==> config.mk <==
export PLATFORM = sky130hd
export DESIGN_NAME = wdt_top
export DESIGN_NICKNAME = d
export VERILOG_FILES = /design/src/rtl/wdt_pkg.sv /design/src/rtl/wdt_count_core.sv /design/src/rtl/wdt_top.sv
export SDC_FILE = /design/constraint.sdc
export NUM_CORES = 1
export LEC_CHECK = 0
export ABC_AREA = 1
export ABC_CLOCK_PERIOD_IN_PS = 2610
export BUFFER_PORTS_ARGS = -buffer_cell sky130_fd_sc_hd__buf_2
export CORE_ASPECT_RATIO = 1.5
export CORE_MARGIN = 2
export CORE_UTILIZATION = 54
export CTS_CLUSTER_DIAMETER = 30
export DETAILED_ROUTE_END_ITERATION = 7
export PLACE_DENSITY = 0.86
export SYNTH_ARGS = -nofsm -noshare
export SYNTH_HDL_FRONTEND = slang
export SYNTH_SLANG_ARGS = --single-unit
==> constraint.sdc <==
create_clock -name clk_in -period 2.61 [get_ports clk_in]
set_clock_uncertainty 0.15 [all_clocks]
set_input_delay 0.522 -clock clk_in [delete_from_list [all_inputs] [get_ports clk_in]]
set_output_delay 0.522 -clock clk_in [all_outputs]
set_load 0.05 [all_outputs]
==> src/rtl/wdt_pkg.sv <==
package wdt_pkg;

    // ------------------------------------------------------------
    // register offsets
    // ------------------------------------------------------------
    localparam logic [3:0] OFF_CTRL0  = 4'h0;
    localparam logic [3:0] OFF_CTRL1  = 4'h1;
    localparam logic [3:0] OFF_PSL    = 4'h2;
    localparam logic [3:0] OFF_PSH    = 4'h3;
    localparam logic [3:0] OFF_TMR    = 4'h4;
    localparam logic [3:0] OFF_STATUS = 4'h5;

    // ------------------------------------------------------------
    // field positions
    // ------------------------------------------------------------
    localparam int CTRL0_SEN_BIT  = 0;
    localparam int CTRL0_PS_LSB   = 1;
    localparam int CTRL1_WIN_LSB  = 0;
    localparam int CTRL1_CS_LSB   = 4;
    localparam int TMR_PRESCALE_COUNT_LSB  = 0;
    localparam int TMR_STATE_BIT  = 2;
    localparam int TMR_VALUE_LSB  = 3;
    localparam int STAT_TO_BIT    = 0;
    localparam int STAT_PD_BIT    = 1;
    localparam int STAT_CAUSE_BIT = 2;
    localparam int STAT_WV_BIT    = 3;

    // ------------------------------------------------------------
    // widths and codes
    // ------------------------------------------------------------
    localparam int COUNT_W = 23;
    localparam int PRESCALE_COUNT_W = 18;

    localparam logic [1:0] MODE_OFF    = 2'h0;
    localparam logic [1:0] MODE_SW     = 2'h1;
    localparam logic [1:0] MODE_AWAKE  = 2'h2;
    localparam logic [1:0] MODE_ALWAYS = 2'h3;

    localparam logic [4:0] PS_UNLOCK   = 5'h1F;
    localparam logic [4:0] PS_DEFAULT  = 5'h0B;
    localparam logic [4:0] PS_MAX      = 5'h12;
    localparam logic [4:0] PS_MIN      = 5'h00;
    localparam logic [2:0] CS_UNLOCK   = 3'h7;
    localparam logic [2:0] CS_DEFAULT  = 3'h0;
    localparam logic [2:0] CS_MF       = 3'h1;
    localparam logic [2:0] WIN_UNLOCK  = 3'h7;
    localparam logic [2:0] WIN_FULL    = 3'h7;

    // ------------------------------------------------------------
    // values after reset
    // ------------------------------------------------------------
    localparam logic [4:0] PS_RST     = 5'h00;
    localparam logic [2:0] CS_RST     = 3'h0;
    localparam logic [2:0] WIN_RST    = 3'h0;
    localparam logic       SEN_RST    = 1'b0;
    localparam logic       FLAG_N_RST = 1'b1;
    localparam logic [7:0] RDATA_RST  = 8'h00;
    // divide ratio of code zero, 1:32
    localparam logic [23:0] RATIO_MIN = 24'h00_0020;

endpackage : wdt_pkg

==> src/rtl/wdt_count_core.sv <==
`timescale 1ns/1ps

module wdt_count_core (
    // clock and reset
    input  wire logic                        clk_in,
    input  wire logic                        rst_n_in,
    // control
    input  wire logic                        clear_in,
    input  wire logic                        tick_in,
    input  wire logic [4:0]                  ps_code_in,
    // state
    output logic      [wdt_pkg::COUNT_W-1:0] count_out,
    output logic                             timeout_out,
    output logic      [2:0]                  eighth_out
);

    logic [23:0]                  ratio;
    logic [wdt_pkg::COUNT_W-1:0] limit;
    logic [wdt_pkg::COUNT_W-1:0] shifted;
    logic [wdt_pkg::COUNT_W-1:0] count_r;
    logic                         timeout_r;

    // code 18 gives 2^23, whose limit is all ones
    always_comb begin
        ratio   = wdt_pkg::RATIO_MIN << ps_code_in;
        limit   = 23'(ratio - 24'h00_0001);
        shifted = count_r >> (ps_code_in + 5'd2);
    end

    // clear always wins over a tick
    always_ff @(posedge clk_in or negedge rst_n_in) begin
        if (!rst_n_in) begin
            count_r <= '0;
        end else if (clear_in) begin
            count_r <= '0;
        end else if (tick_in) begin
            count_r <= (count_r == limit) ? '0 : count_r + 23'd1;
        end
    end

    always_ff @(posedge clk_in or negedge rst_n_in) begin
        if (!rst_n_in) begin
            timeout_r <= 1'b0;
        end else begin
            timeout_r <= !clear_in && tick_in && (count_r == limit);
        end
    end

    assign count_out   = count_r;
    assign timeout_out = timeout_r;
    assign eighth_out  = shifted[2:0];

endmodule : wdt_count_core

==> src/rtl/wdt_top.sv <==
// Functional notes
// windowed mode: clear instruction works only after a read of control zero arms
// clear instruction while unarmed in windowed mode is a window violation
// counter cleared on sleep entry and again on sleep exit
// enabled in sleep: counting resumes after the entry clear
// counter held clear while the oscillator start-up timer runs
// time-out in sleep wakes the device instead of resetting it
// sleep time-out wake updates time-out, power-down and reset-cause flags
// held clear for mode 00, mode 01 with enable low, oscillator failure
// mode 10: cleared on sleep entry, and on exit from listed clocks
// oscillator divider changes leave the count untouched
// prescale code selects ratio 1:32 shifted left by the code
// prescale codes 10011 to 11111 act as 1:32
// prescale reset value 01011 if config is 11111, else the config value
// prescale field writable only when config prescale is all ones
// software enable bit 0 acts only in mode 01
// clock select 000 low-frequency source, 001 medium-frequency divided source
// clock select resets to 000 if config is 111, else config value
// clock select writable only when config clock select is 111
// window code opens (code+1) eighths at the end of the period
// window field resets to the config window value
// window field writable only when config window is 111
// 18-bit prescale count readable over read-only registers
// mode: 11 always, 10 awake only, 01 software, 00 off
// window violation resets the device and clears its active-low flag
// any write to either control register clears the counter
// awake and active: time-out without valid clear resets the device
// arm set by control zero read, cleared with counter; closed-window clear violates
`timescale 1ns/1ps

module wdt_top (
    // clock and reset
    input  wire logic       clk_in,
    input  wire logic       rst_n_in,
    // register port
    input  wire logic [3:0] addr_in,
    input  wire logic [7:0] wdata_in,
    input  wire logic       wr_in,
    input  wire logic       rd_in,
    output logic      [7:0] rdata_out,
    // configuration word
    input  wire logic [1:0] mode_field_in,
    input  wire logic [4:0] config_prescale_field_in,
    input  wire logic [2:0] config_clock_select_field_in,
    input  wire logic [2:0] config_window_field_in,
    // processor core
    input  wire logic       clear_watchdog_in,
    input  wire logic       sleep_in,
    // oscillator and start-up
    input  wire logic       low_freq_tick_in,
    input  wire logic       medium_freq_tick_in,
    input  wire logic       ost_running_in,
    input  wire logic       osc_fail_in,
    input  wire logic       listed_clock_in,
    // reset, wake and arm state
    output logic            wdt_reset_out,
    output logic            wake_out,
    output logic            armed_out,
    // active-low status flags
    output logic            timeout_flag_n_out,
    output logic            power_down_flag_n_out,
    output logic            watchdog_reset_cause_flag_n_out,
    output logic            window_violation_flag_n_out
);

    // ------------------------------------------------------------
    // state
    // ------------------------------------------------------------
    logic        load_pending_r;
    logic [4:0]  prescale_select_r;
    logic        software_enable_r;
    logic [2:0]  clock_select_r;
    logic [2:0]  window_select_r;
    logic        armed_r;
    logic        sleep_r;
    logic        to_n_r;
    logic        pd_n_r;
    logic        cause_n_r;
    logic        wv_n_r;
    logic        wdt_reset_r;
    logic        wake_r;
    logic [7:0]  rdata_r;

    logic [wdt_pkg::COUNT_W-1:0] count;
    logic        core_timeout;
    logic [2:0]  eighth;

    logic        wr_ctrl0;
    logic        wr_ctrl1;
    logic        wr_status;
    logic        rd_ctrl0;
    logic        active;
    logic [4:0]  ps_eff;
    logic        tick;
    logic        windowed;
    logic        in_window;
    logic        violation;
    logic        valid_clear;
    logic        sleep_entry;
    logic        sleep_exit_clear;
    logic        cnt_clear;
    logic        timeout_ev;

    // ------------------------------------------------------------
    // decode
    // ------------------------------------------------------------
    assign wr_ctrl0  = wr_in && (addr_in == wdt_pkg::OFF_CTRL0);
    assign wr_ctrl1  = wr_in && (addr_in == wdt_pkg::OFF_CTRL1);
    assign wr_status = wr_in && (addr_in == wdt_pkg::OFF_STATUS);
    assign rd_ctrl0  = rd_in && (addr_in == wdt_pkg::OFF_CTRL0);

    always_comb begin
        unique case (mode_field_in)
            wdt_pkg::MODE_ALWAYS: active = 1'b1;
            wdt_pkg::MODE_AWAKE:  active = !sleep_in;
            wdt_pkg::MODE_SW:     active = software_enable_r;
            wdt_pkg::MODE_OFF:    active = 1'b0;
        endcase
    end

    // reserved codes fall back to the shortest period
    assign ps_eff = (prescale_select_r > wdt_pkg::PS_MAX) ?
                    wdt_pkg::PS_MIN : prescale_select_r;

    // reserved clock codes use the low-frequency source rather than stopping
    // the watchdog; only the oscillator ticks advance it, never the core divider
    assign tick = (clock_select_r == wdt_pkg::CS_MF) ?
                  medium_freq_tick_in : low_freq_tick_in;

    // ------------------------------------------------------------
    // window and clear
    // ------------------------------------------------------------
    assign windowed  = (window_select_r != wdt_pkg::WIN_FULL);
    assign in_window = (eighth >= ~window_select_r);

    assign violation   = clear_watchdog_in && active && windowed &&
                         (!armed_r || !in_window);
    assign valid_clear = clear_watchdog_in && active && !violation;

    assign sleep_entry      = sleep_in && !sleep_r;
    assign sleep_exit_clear = !sleep_in && sleep_r &&
                              ((mode_field_in != wdt_pkg::MODE_AWAKE) ||
                               listed_clock_in);

    // counting resumes after the entry clear when active in sleep
    assign cnt_clear = load_pending_r || !active || osc_fail_in
                    || ost_running_in
                    || sleep_entry || sleep_exit_clear
                    || valid_clear || violation
                    || wr_ctrl0 || wr_ctrl1;

    assign timeout_ev = core_timeout && active && !cnt_clear;

    wdt_count_core u_count (
        .clk_in      (clk_in),
        .rst_n_in    (rst_n_in),
        .clear_in    (cnt_clear),
        .tick_in     (tick),
        .ps_code_in  (ps_eff),
        .count_out   (count),
        .timeout_out (core_timeout),
        .eighth_out  (eighth)
    );

    // ------------------------------------------------------------
    // configuration capture
    // ------------------------------------------------------------
    // async reset can only load constants, so straps are taken on the
    // first edge after release
    always_ff @(posedge clk_in or negedge rst_n_in) begin
        if (!rst_n_in) begin
            load_pending_r <= 1'b1;
        end else begin
            load_pending_r <= 1'b0;
        end
    end

    always_ff @(posedge clk_in or negedge rst_n_in) begin
        if (!rst_n_in) begin
            prescale_select_r <= wdt_pkg::PS_RST;
        end else if (load_pending_r) begin
            prescale_select_r <= (config_prescale_field_in == wdt_pkg::PS_UNLOCK) ?
                                 wdt_pkg::PS_DEFAULT : config_prescale_field_in;
        end else if (wr_ctrl0 && config_prescale_field_in == wdt_pkg::PS_UNLOCK) begin
            prescale_select_r <= wdata_in[wdt_pkg::CTRL0_PS_LSB +: 5];
        end
    end

    always_ff @(posedge clk_in or negedge rst_n_in) begin
        if (!rst_n_in) begin
            software_enable_r <= wdt_pkg::SEN_RST;
        end else if (wr_ctrl0) begin
            software_enable_r <= wdata_in[wdt_pkg::CTRL0_SEN_BIT];
        end
    end

    always_ff @(posedge clk_in or negedge rst_n_in) begin
        if (!rst_n_in) begin
            clock_select_r <= wdt_pkg::CS_RST;
        end else if (load_pending_r) begin
            clock_select_r <= (config_clock_select_field_in == wdt_pkg::CS_UNLOCK) ?
                              wdt_pkg::CS_DEFAULT : config_clock_select_field_in;
        end else if (wr_ctrl1 && config_clock_select_field_in == wdt_pkg::CS_UNLOCK) begin
            clock_select_r <= wdata_in[wdt_pkg::CTRL1_CS_LSB +: 3];
        end
    end

    always_ff @(posedge clk_in or negedge rst_n_in) begin
        if (!rst_n_in) begin
            window_select_r <= wdt_pkg::WIN_RST;
        end else if (load_pending_r) begin
            window_select_r <= config_window_field_in;
        end else if (wr_ctrl1 && config_window_field_in == wdt_pkg::WIN_UNLOCK) begin
            window_select_r <= wdata_in[wdt_pkg::CTRL1_WIN_LSB +: 3];
        end
    end

    // ------------------------------------------------------------
    // arming and sleep tracking
    // ------------------------------------------------------------
    // a read in the same cycle as a counter clear leaves the watchdog armed
    always_ff @(posedge clk_in or negedge rst_n_in) begin
        if (!rst_n_in) begin
            armed_r <= 1'b0;
        end else if (rd_ctrl0) begin
            armed_r <= 1'b1;
        end else if (cnt_clear) begin
            armed_r <= 1'b0;
        end
    end

    always_ff @(posedge clk_in or negedge rst_n_in) begin
        if (!rst_n_in) begin
            sleep_r <= 1'b0;
        end else begin
            sleep_r <= sleep_in;
        end
    end

    // ------------------------------------------------------------
    // reset, wake and flags
    // ------------------------------------------------------------
    always_ff @(posedge clk_in or negedge rst_n_in) begin
        if (!rst_n_in) begin
            wdt_reset_r <= 1'b0;
            wake_r      <= 1'b0;
        end else begin
            wdt_reset_r <= (timeout_ev && !sleep_in) || violation;
            wake_r      <= timeout_ev && sleep_in;
        end
    end

    // hardware events win over a firmware restore in the same cycle
    always_ff @(posedge clk_in or negedge rst_n_in) begin
        if (!rst_n_in) begin
            to_n_r    <= wdt_pkg::FLAG_N_RST;
            pd_n_r    <= wdt_pkg::FLAG_N_RST;
            cause_n_r <= wdt_pkg::FLAG_N_RST;
        end else if (timeout_ev) begin
            to_n_r    <= 1'b0;
            cause_n_r <= 1'b0;
            if (sleep_in) begin
                pd_n_r <= 1'b0;
            end
        end else if (wr_status) begin
            to_n_r    <= to_n_r    | wdata_in[wdt_pkg::STAT_TO_BIT];
            pd_n_r    <= pd_n_r    | wdata_in[wdt_pkg::STAT_PD_BIT];
            cause_n_r <= cause_n_r | wdata_in[wdt_pkg::STAT_CAUSE_BIT];
        end
    end

    always_ff @(posedge clk_in or negedge rst_n_in) begin
        if (!rst_n_in) begin
            wv_n_r <= wdt_pkg::FLAG_N_RST;
        end else if (violation) begin
            wv_n_r <= 1'b0;
        end else if (wr_status && wdata_in[wdt_pkg::STAT_WV_BIT]) begin
            wv_n_r <= 1'b1;
        end
    end

    // ------------------------------------------------------------
    // read port
    // ------------------------------------------------------------
    always_ff @(posedge clk_in or negedge rst_n_in) begin
        if (!rst_n_in) begin
            rdata_r <= wdt_pkg::RDATA_RST;
        end else if (!rd_in) begin
            rdata_r <= wdt_pkg::RDATA_RST;
        end else begin
            unique case (addr_in)
                wdt_pkg::OFF_CTRL0:  rdata_r <= {2'b00, prescale_select_r,
                                                software_enable_r};
                wdt_pkg::OFF_CTRL1:  rdata_r <= {1'b0, clock_select_r, 1'b0,
                                                window_select_r};
                wdt_pkg::OFF_PSL:    rdata_r <= count[7:0];
                wdt_pkg::OFF_PSH:    rdata_r <= count[15:8];
                wdt_pkg::OFF_TMR:    rdata_r <= {1'b0, count[21:18], armed_r,
                                                count[17:16]};
                wdt_pkg::OFF_STATUS: rdata_r <= {4'h0, wv_n_r, cause_n_r,
                                                pd_n_r, to_n_r};
                default:             rdata_r <= wdt_pkg::RDATA_RST;
            endcase
        end
    end

    assign rdata_out                       = rdata_r;
    assign wdt_reset_out                   = wdt_reset_r;
    assign wake_out                        = wake_r;
    assign armed_out                       = armed_r;
    assign timeout_flag_n_out              = to_n_r;
    assign power_down_flag_n_out           = pd_n_r;
    assign watchdog_reset_cause_flag_n_out = cause_n_r;
    assign window_violation_flag_n_out     = wv_n_r;

    // ------------------------------------------------------------
    // checks
    // ------------------------------------------------------------
    chk_arm_on_read: assert property (@(posedge clk_in) disable iff (!rst_n_in)
        rd_ctrl0 |=> armed_out ##0 (rdata_out[wdt_pkg::CTRL0_SEN_BIT] == $past(software_enable_r)))
        else $error("control zero read did not arm");

    chk_unarmed_violation: assert property (@(posedge clk_in) disable iff (!rst_n_in)
        (clear_watchdog_in && active && windowed && !armed_r)
        |=> (wdt_reset_out && !window_violation_flag_n_out))
        else $error("unarmed clear did not raise a violation");

    chk_sleep_entry_clear: assert property (@(posedge clk_in) disable iff (!rst_n_in)
        (sleep_in && !sleep_r && !rd_ctrl0) |=> (count == '0) ##0 !armed_out)
        else $error("sleep entry did not clear the counter");

    chk_ost_hold: assert property (@(posedge clk_in) disable iff (!rst_n_in)
        ost_running_in [*2] |-> (count == '0))
        else $error("counter moved while start-up timer runs");

    chk_sleep_wakes: assert property (@(posedge clk_in) disable iff (!rst_n_in)
        (timeout_ev && sleep_in) |=> (wake_out && !wdt_reset_out ##1
                                      !power_down_flag_n_out))
        else $error("sleep time-out did not wake cleanly");

    chk_disabled_hold: assert property (@(posedge clk_in) disable iff (!rst_n_in)
        ((mode_field_in == wdt_pkg::MODE_OFF) || osc_fail_in ||
         (mode_field_in == wdt_pkg::MODE_SW && !software_enable_r)) |=> (count == '0))
        else $error("disabled watchdog counter not held clear");

    chk_ps_lock: assert property (@(posedge clk_in) disable iff (!rst_n_in)
        (wr_ctrl0 && !load_pending_r &&
         config_prescale_field_in != wdt_pkg::PS_UNLOCK) |=> $stable(prescale_select_r))
        else $error("locked prescale field changed");

    chk_ctrl_write_clear: assert property (@(posedge clk_in) disable iff (!rst_n_in)
        (wr_ctrl0 || wr_ctrl1) |=> (count == '0))
        else $error("control write did not clear the counter");

    chk_awake_timeout: assert property (@(posedge clk_in) disable iff (!rst_n_in)
        (timeout_ev && !sleep_in) |=> wdt_reset_out ##1
                                      (!watchdog_reset_cause_flag_n_out && !timeout_flag_n_out))
        else $error("awake time-out did not reset the device");

endmodule : wdt_top

=== After elaboration in Yosys (flattened, before gate mapping) ===
Index checks and enable logic that the tools add are counted.

* Bits in registers: 53
* Output and inout port bits: 15

* Add/subtract/negate cells: 3
* $lt $le $gt $ge: 2
* Eq/ne operators: 16
* Shift-type cells: 2
* Multiplexer cells: 27
* Bitwise gates (word level): 4
* Reductions and logical operators: 50

{| class="wikitable"
|+ Operators with widths
! operator !! count
|-
| $mux W23 || 3
|-
| $pmux W8 S6 || 1
|-
| $add A23 B1 Y23 const B || 1
|-
| $eq A23 B23 Y1 || 1
|-
| $shl A6 B5 Y23 const A || 1
|-
| $shr A23 B5 Y3 || 1
|-
| $sub A23 B1 Y23 const B || 1
|-
| $logic_and A1 B1 Y1 || 21
|-
| $mux W5 || 4
|-
| $mux W3 || 5
|-
| $reduce_bool A2 Y1 || 7
|-
| $logic_or A1 B1 Y1 || 12
|-
| $mux W1 || 12
|-
| $eq A4 B2 Y1 const B || 2
|-
| $eq A4 B3 Y1 const B || 2
|-
| $mux W8 || 1
|-
| $logic_not A1 Y1 || 7
|-
| $eq A3 B3 Y1 const B || 2
|-
| $add A5 B2 Y5 const B || 1
|-
| $eq A5 B5 Y1 const B || 1
|-
| $gt A5 B5 Y1 const B || 1
|-
| $eq A2 B2 Y1 const B || 2
|-
| $eq A4 B1 Y1 const B || 1
|-
| $logic_not A4 Y1 || 1
|-
| 10 further kinds || 13
|}

=== Depth between registers and ports, before layout ===
* Depth in word-level cells: 18
* Gate-level depth with buffers: 22
* Depth with buffers taken out: 20

=== Cells and area by module ===
Synthesis repeated with hierarchy kept, for this count alone.

* Cells, all modules: 692
* Area, all modules: 4531.8 um2

{| class="wikitable"
|+ By module, submodules not included
! module !! instances !! cells an instance !! area an instance (um2) !! seq. area each (um2)
|-
| wdt_count_core || 1 || 459 || 2782.7 || 600.6
|-
| wdt_top || 1 || 233 || 1749.2 || 732.0
|}

=== Worst setup path before layout ===
No wires, ideal clock.

* Path type: reg2reg
* Start point: register prescale_select_r[2]
* End point: register wv_n_r, in the netlist window_violation_flag_n_out
* Library setup time: 0.078 ns
* Arrival: 2.482 ns
* Required time: 2.382 ns
* Setup slack: -0.100 ns
* Cell stages (with the launch flop): 22
* Path buffers: 2
* Period minus slack after synthesis: 2.710 ns
* Path through: dfrtp_1 > buf_6 > nor2_4 > nand2_1 > nand2_4 > nand2_1 > clkbuf_1 > o21ai_0 > nor2_1 > o21ai_0 > nand3_1 > o31ai_1 > a21oi_1 > ha_1 > inv_1 > nand2_1 > a21oi_1 > nor2_1 > o21ai_0 > nand2_1 > o21ai_0 > inv_1

* Cells in the longest elaborated chain, start to end: 9
* Elaborated cells on any way between the ends: 10
* Classes of those cells: 1 x add/sub; 2 x order compare; 1 x shift; 2 x mux; 4 x reduce/logical

{| class="wikitable"
|+ Ends and longest elaborated chain
! what !! line !! source
|-
| from (decl) || wdt_top.sv:70 || <nowiki>logic [4:0] prescale_select_r;</nowiki>
|-
| from (signal assigned) || wdt_top.sv:180 || <nowiki>prescale_select_r <= wdt_pkg::PS_RST;</nowiki>
|-
| from (signal assigned) || wdt_top.sv:182 || <nowiki>prescale_select_r <= (config_prescale_field_in == wdt_pkg::PS_UNLOCK) ?</nowiki>
|-
| from (signal assigned) || wdt_top.sv:185 || <nowiki>prescale_select_r <= wdata_in[wdt_pkg::CTRL0_PS_LSB +: 5];</nowiki>
|-
| $gt A5 B5 Y1 || wdt_top.sv:122 || <nowiki>assign ps_eff = (prescale_select_r > wdt_pkg::PS_MAX) ?</nowiki>
|-
| $mux W5 * || wdt_top.sv:122 ||
|-
| $add A5 B2 Y5 * || wdt_count_core.sv:27 || <nowiki>shifted = count_r >> (ps_code_in + 5'd2);</nowiki>
|-
| $shr A23 B5 Y3 * || wdt_count_core.sv:27 ||
|-
| $ge A3 B3 Y1 * || wdt_top.sv:134 || <nowiki>assign in_window = (eighth >= ~window_select_r);</nowiki>
|-
| $logic_not A1 Y1 * || wdt_top.sv:137 || <nowiki>(!armed_r || !in_window);</nowiki>
|-
| $logic_or A1 B1 Y1 * || wdt_top.sv:137 ||
|-
| $logic_and A1 B1 Y1 * || wdt_top.sv:136 || <nowiki>assign violation = clear_watchdog_in && active && windowed &&</nowiki>
|-
| $mux W1 or $reduce_bool A2 Y1 (tied branches) || - ||
|-
| to (signal assigned) || wdt_top.sv:274 || <nowiki>wv_n_r <= wdt_pkg::FLAG_N_RST;</nowiki>
|-
| to (decl) || wdt_top.sv:79 || <nowiki>logic wv_n_r;</nowiki>
|}

Mark *: on every way between the ends. The rest lies on a longest branch, timed or not.
A chain may end at the register's enable or synchronous reset.

=== Worst setup path after layout ===
* Start point: register prescale_select_r[3]
* End point: register wv_n_r, in the netlist window_violation_flag_n_out

Same word-level chain as after synthesis.

==> results.py <==
metrics = {
    "power": {
        "power_w": 0.002596,
        "cellPowerDensity_nw_per_um2": 440.5,
        "ir_drop_uv": 476.0,
        "power_leakage_nw": 2.803,
    },
    "global_routing": {
        "antenna_violations_before_repair": 0,
        "globalRouteOverflowTotal": 0,
        "pin_count_of_the_biggest_net_entering_global_routing": 34,
        "grt_usage": 0.3632,
        "grt_pass1_vias": 5255,
        "first_pass_grt_wire_length_mm": 25.38,
    },
    "cts": {
        "clk_path_buf_depth": 2,
        "cts_max_level": 2,
        "tritoncts_num_sinks": 53,
        "clock-root-buffer": "sky130_fd_sc_hd__clkbuf_16",
        "cts_tree": "built",
        "cts.hold.buffers_added": 0,
        "worst_skew_pair.late_latency_ns": 0.30,
        "cts_made_buffers": 5,
        "clkTransAtPathRegs_ns": 0.08,
    },
    "yosys": {
        "syn_nets": 740,
        "yosys.area_share.xor_xnor": 0.03939,
        "synth_ff_type": "sky130_fd_sc_hd__dfrtp_1",
        "synthesis.instances": 699,
        "synth_mux_area_frac": 0,
        "synth_area_per_cell_um2": 6.362,
        "ys_types": 47,
        "ys_seq_area_frac": 0.2997,
        "mappedNetlistArea_um2": 4447,
        "yosys_register_bits": 53,
        "synth_warnings": 0,
        "synth_enable_flop_cells": 0,
        "synth_compound_area_frac": 0.1691,
        "synth-adder-area-share": 0.01407,
        "synth_top_family_by_area": "simple AND/OR/NAND/NOR gates",
        "synth_simple_gate_area_frac": 0.3694,
        "async_flop_share": 1.000,
    },
    "setup_path": {
        "path_max_fanout": 21,
        "cp_data_arrival_time_ns": 3.00,
        "start_kind": "register",
        "worst_setup_path_type": "reg -> reg",
        "worstReg2RegStart": "prescale_select_r[3]",
        "critical_path.endpoint_type": "register",
        "crit_required_ns": 2.70,
        "critPathLaunch": "prescale_select_r[3]",
    },
    "timing": {
        "final.setup.worst_slack_ns": -0.3015,
        "layout_worst_path_cycle_share": 1.116,
        "max_freq_ghz": 0.3435,
        "final_max_slew_viol_count": 0,
        "grt_setup_unrepaired": "true",
        "setup_viol": 24,
        "period_minus_slack_ns": 2.912,
        "finalHoldViolations": 0,
        "max_slew.worst_pin.slew_ns": 0.7903,
        "max-slew-margin-rel": 0.4731,
        "fin_setup_tns_ns": -5.542,
    },
    "run_status": {
        "failed_checks": "setup timing",
        "result_of_the_run": "finished with violations",
    },
    "floorplanning": {
        "row_count": 40,
        "die-height_um": 115.1,
        "boundaryPins": 51,
        "die-width_um": 78.10,
        "area_enclosed_by_the_die_boundary_um2": 8992,
        "starting_utilization_of_the_core_area": 0.5553,
        "core_region_area_um2": 8008,
    },
    "routing": {
        "wire_per_inst_um": 17.35,
        "drt-pass1-iter-count": 6,
        "routed_via_density": 5.805,
        "drt_drc_violations_left": 0,
        "route.final.wire_length_mm": 16.17,
        "via_count": 5410,
        "drtAntennaViolNets": 0,
        "first_drt_iteration_drcs": 586,
    },
    "flow_run": {
        "drv_cap": 0,
    },
    "worst_hold_path": {
        "holdCritPathClass": "in -> async",
    },
    "final_layout": {
        "final.fill_count": 612,
        "layout.nets": 867,
        "layout_cell_share_with_drive_strength_beyond_1": 0.2805,
        "layout-area-overhead-vs-synth_pct": 32.55,
        "antenna_cells": 0,
    },
    "placement": {
        "detailedPlacementHpwl_mm": 12.26,
        "port-buffer-count": 49,
        "gp_congestion": 1.033,
    },
}
## where the power goes
part | switching, W | total, W | internal, W | leakage [nW]
registers | 0.0000293 | 0.000880 | 0.000851 | 0.693
logic | 0.000582 | 0.00101 | 0.000425 | 2.03
clock network | 0.000341 | 0.000709 | 0.000369 | 0.0763
total | 0.000951 | 0.00260 | 0.00164 | 2.80
## synthesized netlist by cell type, types with 4 or more instances
library cell,instances,share of area
sky130_fd_sc_hd__nand3_1,46,0.052
sky130_fd_sc_hd__xor2_1,17,0.033
sky130_fd_sc_hd__o211ai_1,8,0.014
sky130_fd_sc_hd__ha_1,5,0.014
sky130_fd_sc_hd__nand3b_1,4,0.0068
sky130_fd_sc_hd__clkinv_1,4,0.0034
sky130_fd_sc_hd__dfrtp_1,48,0.27
sky130_fd_sc_hd__a31oi_1,4,0.0056
sky130_fd_sc_hd__nor3_1,16,0.018
sky130_fd_sc_hd__buf_4,4,0.0068
sky130_fd_sc_hd__inv_1,85,0.072
sky130_fd_sc_hd__clkbuf_1,11,0.0093
sky130_fd_sc_hd__nor2_1,91,0.077
sky130_fd_sc_hd__o22ai_1,24,0.034
sky130_fd_sc_hd__o21ai_0,39,0.044
sky130_fd_sc_hd__a21oi_1,26,0.029
sky130_fd_sc_hd__nand4_1,19,0.027
sky130_fd_sc_hd__nand2_1,184,0.16
sky130_fd_sc_hd__dfstp_2,5,0.030
sky130_fd_sc_hd__nand3_2,4,0.0090
sky130_fd_sc_hd__buf_2,4,0.0045
sky130_fd_sc_hd__inv_2,7,0.0059
## layout by cell type, fill, tap and decap left out, types with 4 or more instances in the layout
cell	Yosys	layout
sky130_fd_sc_hd__nand2_2	1	26
sky130_fd_sc_hd__dfrtp_1	48	47
sky130_fd_sc_hd__inv_1	85	83
sky130_fd_sc_hd__nand2_1	184	154
sky130_fd_sc_hd__clkbuf_16	0	6
sky130_fd_sc_hd__buf_6	2	9
sky130_fd_sc_hd__dfstp_2	5	5
sky130_fd_sc_hd__nor2_2	3	4
sky130_fd_sc_hd__ha_1	5	4
sky130_fd_sc_hd__o22ai_1	24	23
sky130_fd_sc_hd__a21oi_1	26	25
sky130_fd_sc_hd__nand2_4	2	4
sky130_fd_sc_hd__nor2_1	91	86
sky130_fd_sc_hd__nand4_1	19	19
sky130_fd_sc_hd__nor3_1	16	16
sky130_fd_sc_hd__buf_4	4	82
sky130_fd_sc_hd__a31oi_1	4	4
sky130_fd_sc_hd__nor2_4	3	7
sky130_fd_sc_hd__nand3_2	4	4
sky130_fd_sc_hd__inv_2	7	8
sky130_fd_sc_hd__buf_2	4	49
sky130_fd_sc_hd__o211ai_1	8	8
sky130_fd_sc_hd__o21ai_0	39	26
sky130_fd_sc_hd__xor2_1	17	14
sky130_fd_sc_hd__o21ai_1	3	13
sky130_fd_sc_hd__nand3b_1	4	4
sky130_fd_sc_hd__nand3_1	46	45
## worst max-delay path, cell delays in order, from the launching register on
cell,delay (ns)
sky130_fd_sc_hd__dfrtp_1,0.43
sky130_fd_sc_hd__nor2_4,0.14
sky130_fd_sc_hd__nand2_2,0.08
sky130_fd_sc_hd__nand2_4,0.08
sky130_fd_sc_hd__buf_4,0.14
sky130_fd_sc_hd__nand2_8,0.12
sky130_fd_sc_hd__nand2_1,0.09
sky130_fd_sc_hd__o21ai_1,0.13
sky130_fd_sc_hd__nand3_1,0.11
sky130_fd_sc_hd__nand2_1,0.07
sky130_fd_sc_hd__o31ai_2,0.24
sky130_fd_sc_hd__a21oi_1,0.10
sky130_fd_sc_hd__ha_1,0.28
sky130_fd_sc_hd__inv_1,0.06
sky130_fd_sc_hd__nand2_1,0.07
sky130_fd_sc_hd__a21oi_2,0.13
sky130_fd_sc_hd__nor2_1,0.05
sky130_fd_sc_hd__o21ai_1,0.13
sky130_fd_sc_hd__nand2_1,0.09
sky130_fd_sc_hd__o21ai_0,0.09
sky130_fd_sc_hd__inv_1,0.06
## layer usage
layer  vias up  global-route usage  part of all wire
met2       328              0.6420              0.49
met3       103             0.06515             0.081
met5         -                   0                 0
met1      2422              0.3933              0.35
li1       2557                   -                 -
met4         0              0.2468             0.081
## state kept, by name (all words and copies together), names as in the netlist
register / cells
armed_out: 1
watchdog_reset_cause_flag_n_out: 1
prescale_select_r: 5
clock_select_r: 3
wdt_reset_out: 1
timeout_flag_n_out: 1
window_violation_flag_n_out: 1
u_count.count_out: 23
software_enable_r: 1
load_pending_r: 1
window_select_r: 3
sleep_r: 1
rdata_out: 8
wake_out: 1
u_count.timeout_out: 1
power_down_flag_n_out: 1
## stage by stage
stage | util | hold WS (ns) | cell area, um2 | worst slack (ns) | cells
finish | 0.7361 | 0.1473 | 5894 | -0.3015 | 932
global route | 0.7361 | 0.2126 | 5894 | -0.5319 | 932
global placement | 0.6703 | 0.3436 | 5368 | -0.3188 | 912
CTS | 0.7077 | 0.1656 | 5667 | -0.1683 | 925
floorplan | - | 0.07641 | 4533 | -0.02654 | 699
detailed placement | 0.6703 | 0.3564 | 5368 | -0.3727 | 912
## final timing paths
kind / end / slack, ns / cells past startpoint
setup / recovery: window_violation_flag_n_out / -0.30 / 20
hold / removal: sleep_r / 0.15 / 1
setup reg to reg: window_violation_flag_n_out / -0.30 / 20
hold reg to reg: u_count.count_out[19] / 0.38 / 2
max in group asynchronous: u_count.count_out[18] / 1.50 / 2
min in group clk_in: sleep_r / 0.21 / 1
## area by class of cell
cell class / instances / area [um2] / share of cell area
multi-input cells: 528 / 2909 / 0.4935
flip-flops and latches: 53 / 1334 / 0.2263
repair buffers: 142 / 1002 / 0.1700
inverters: 96 / 364.1 / 0.06177
well taps: 105 / 131.4 / 0.02229
clock buffers: 5 / 125.1 / 0.02123
clock inverters: 3 / 28.78 / 0.004882
## logic make-up after synthesis
logic type	after synthesis
compound gates	125
xor+xnor	20
fa+ha+maj	5
buf+inv	118
flops	53
other cells	1
simple gates	377
## timing repair
item	4_1_cts	5_1_grt
gates resized for setup	35	45
gates cloned	2	1
setup endpoints to repair	24	24
setup buffers	3	7
pin swaps	18	10
Note: power is estimated with default switching activity, not from simulation.
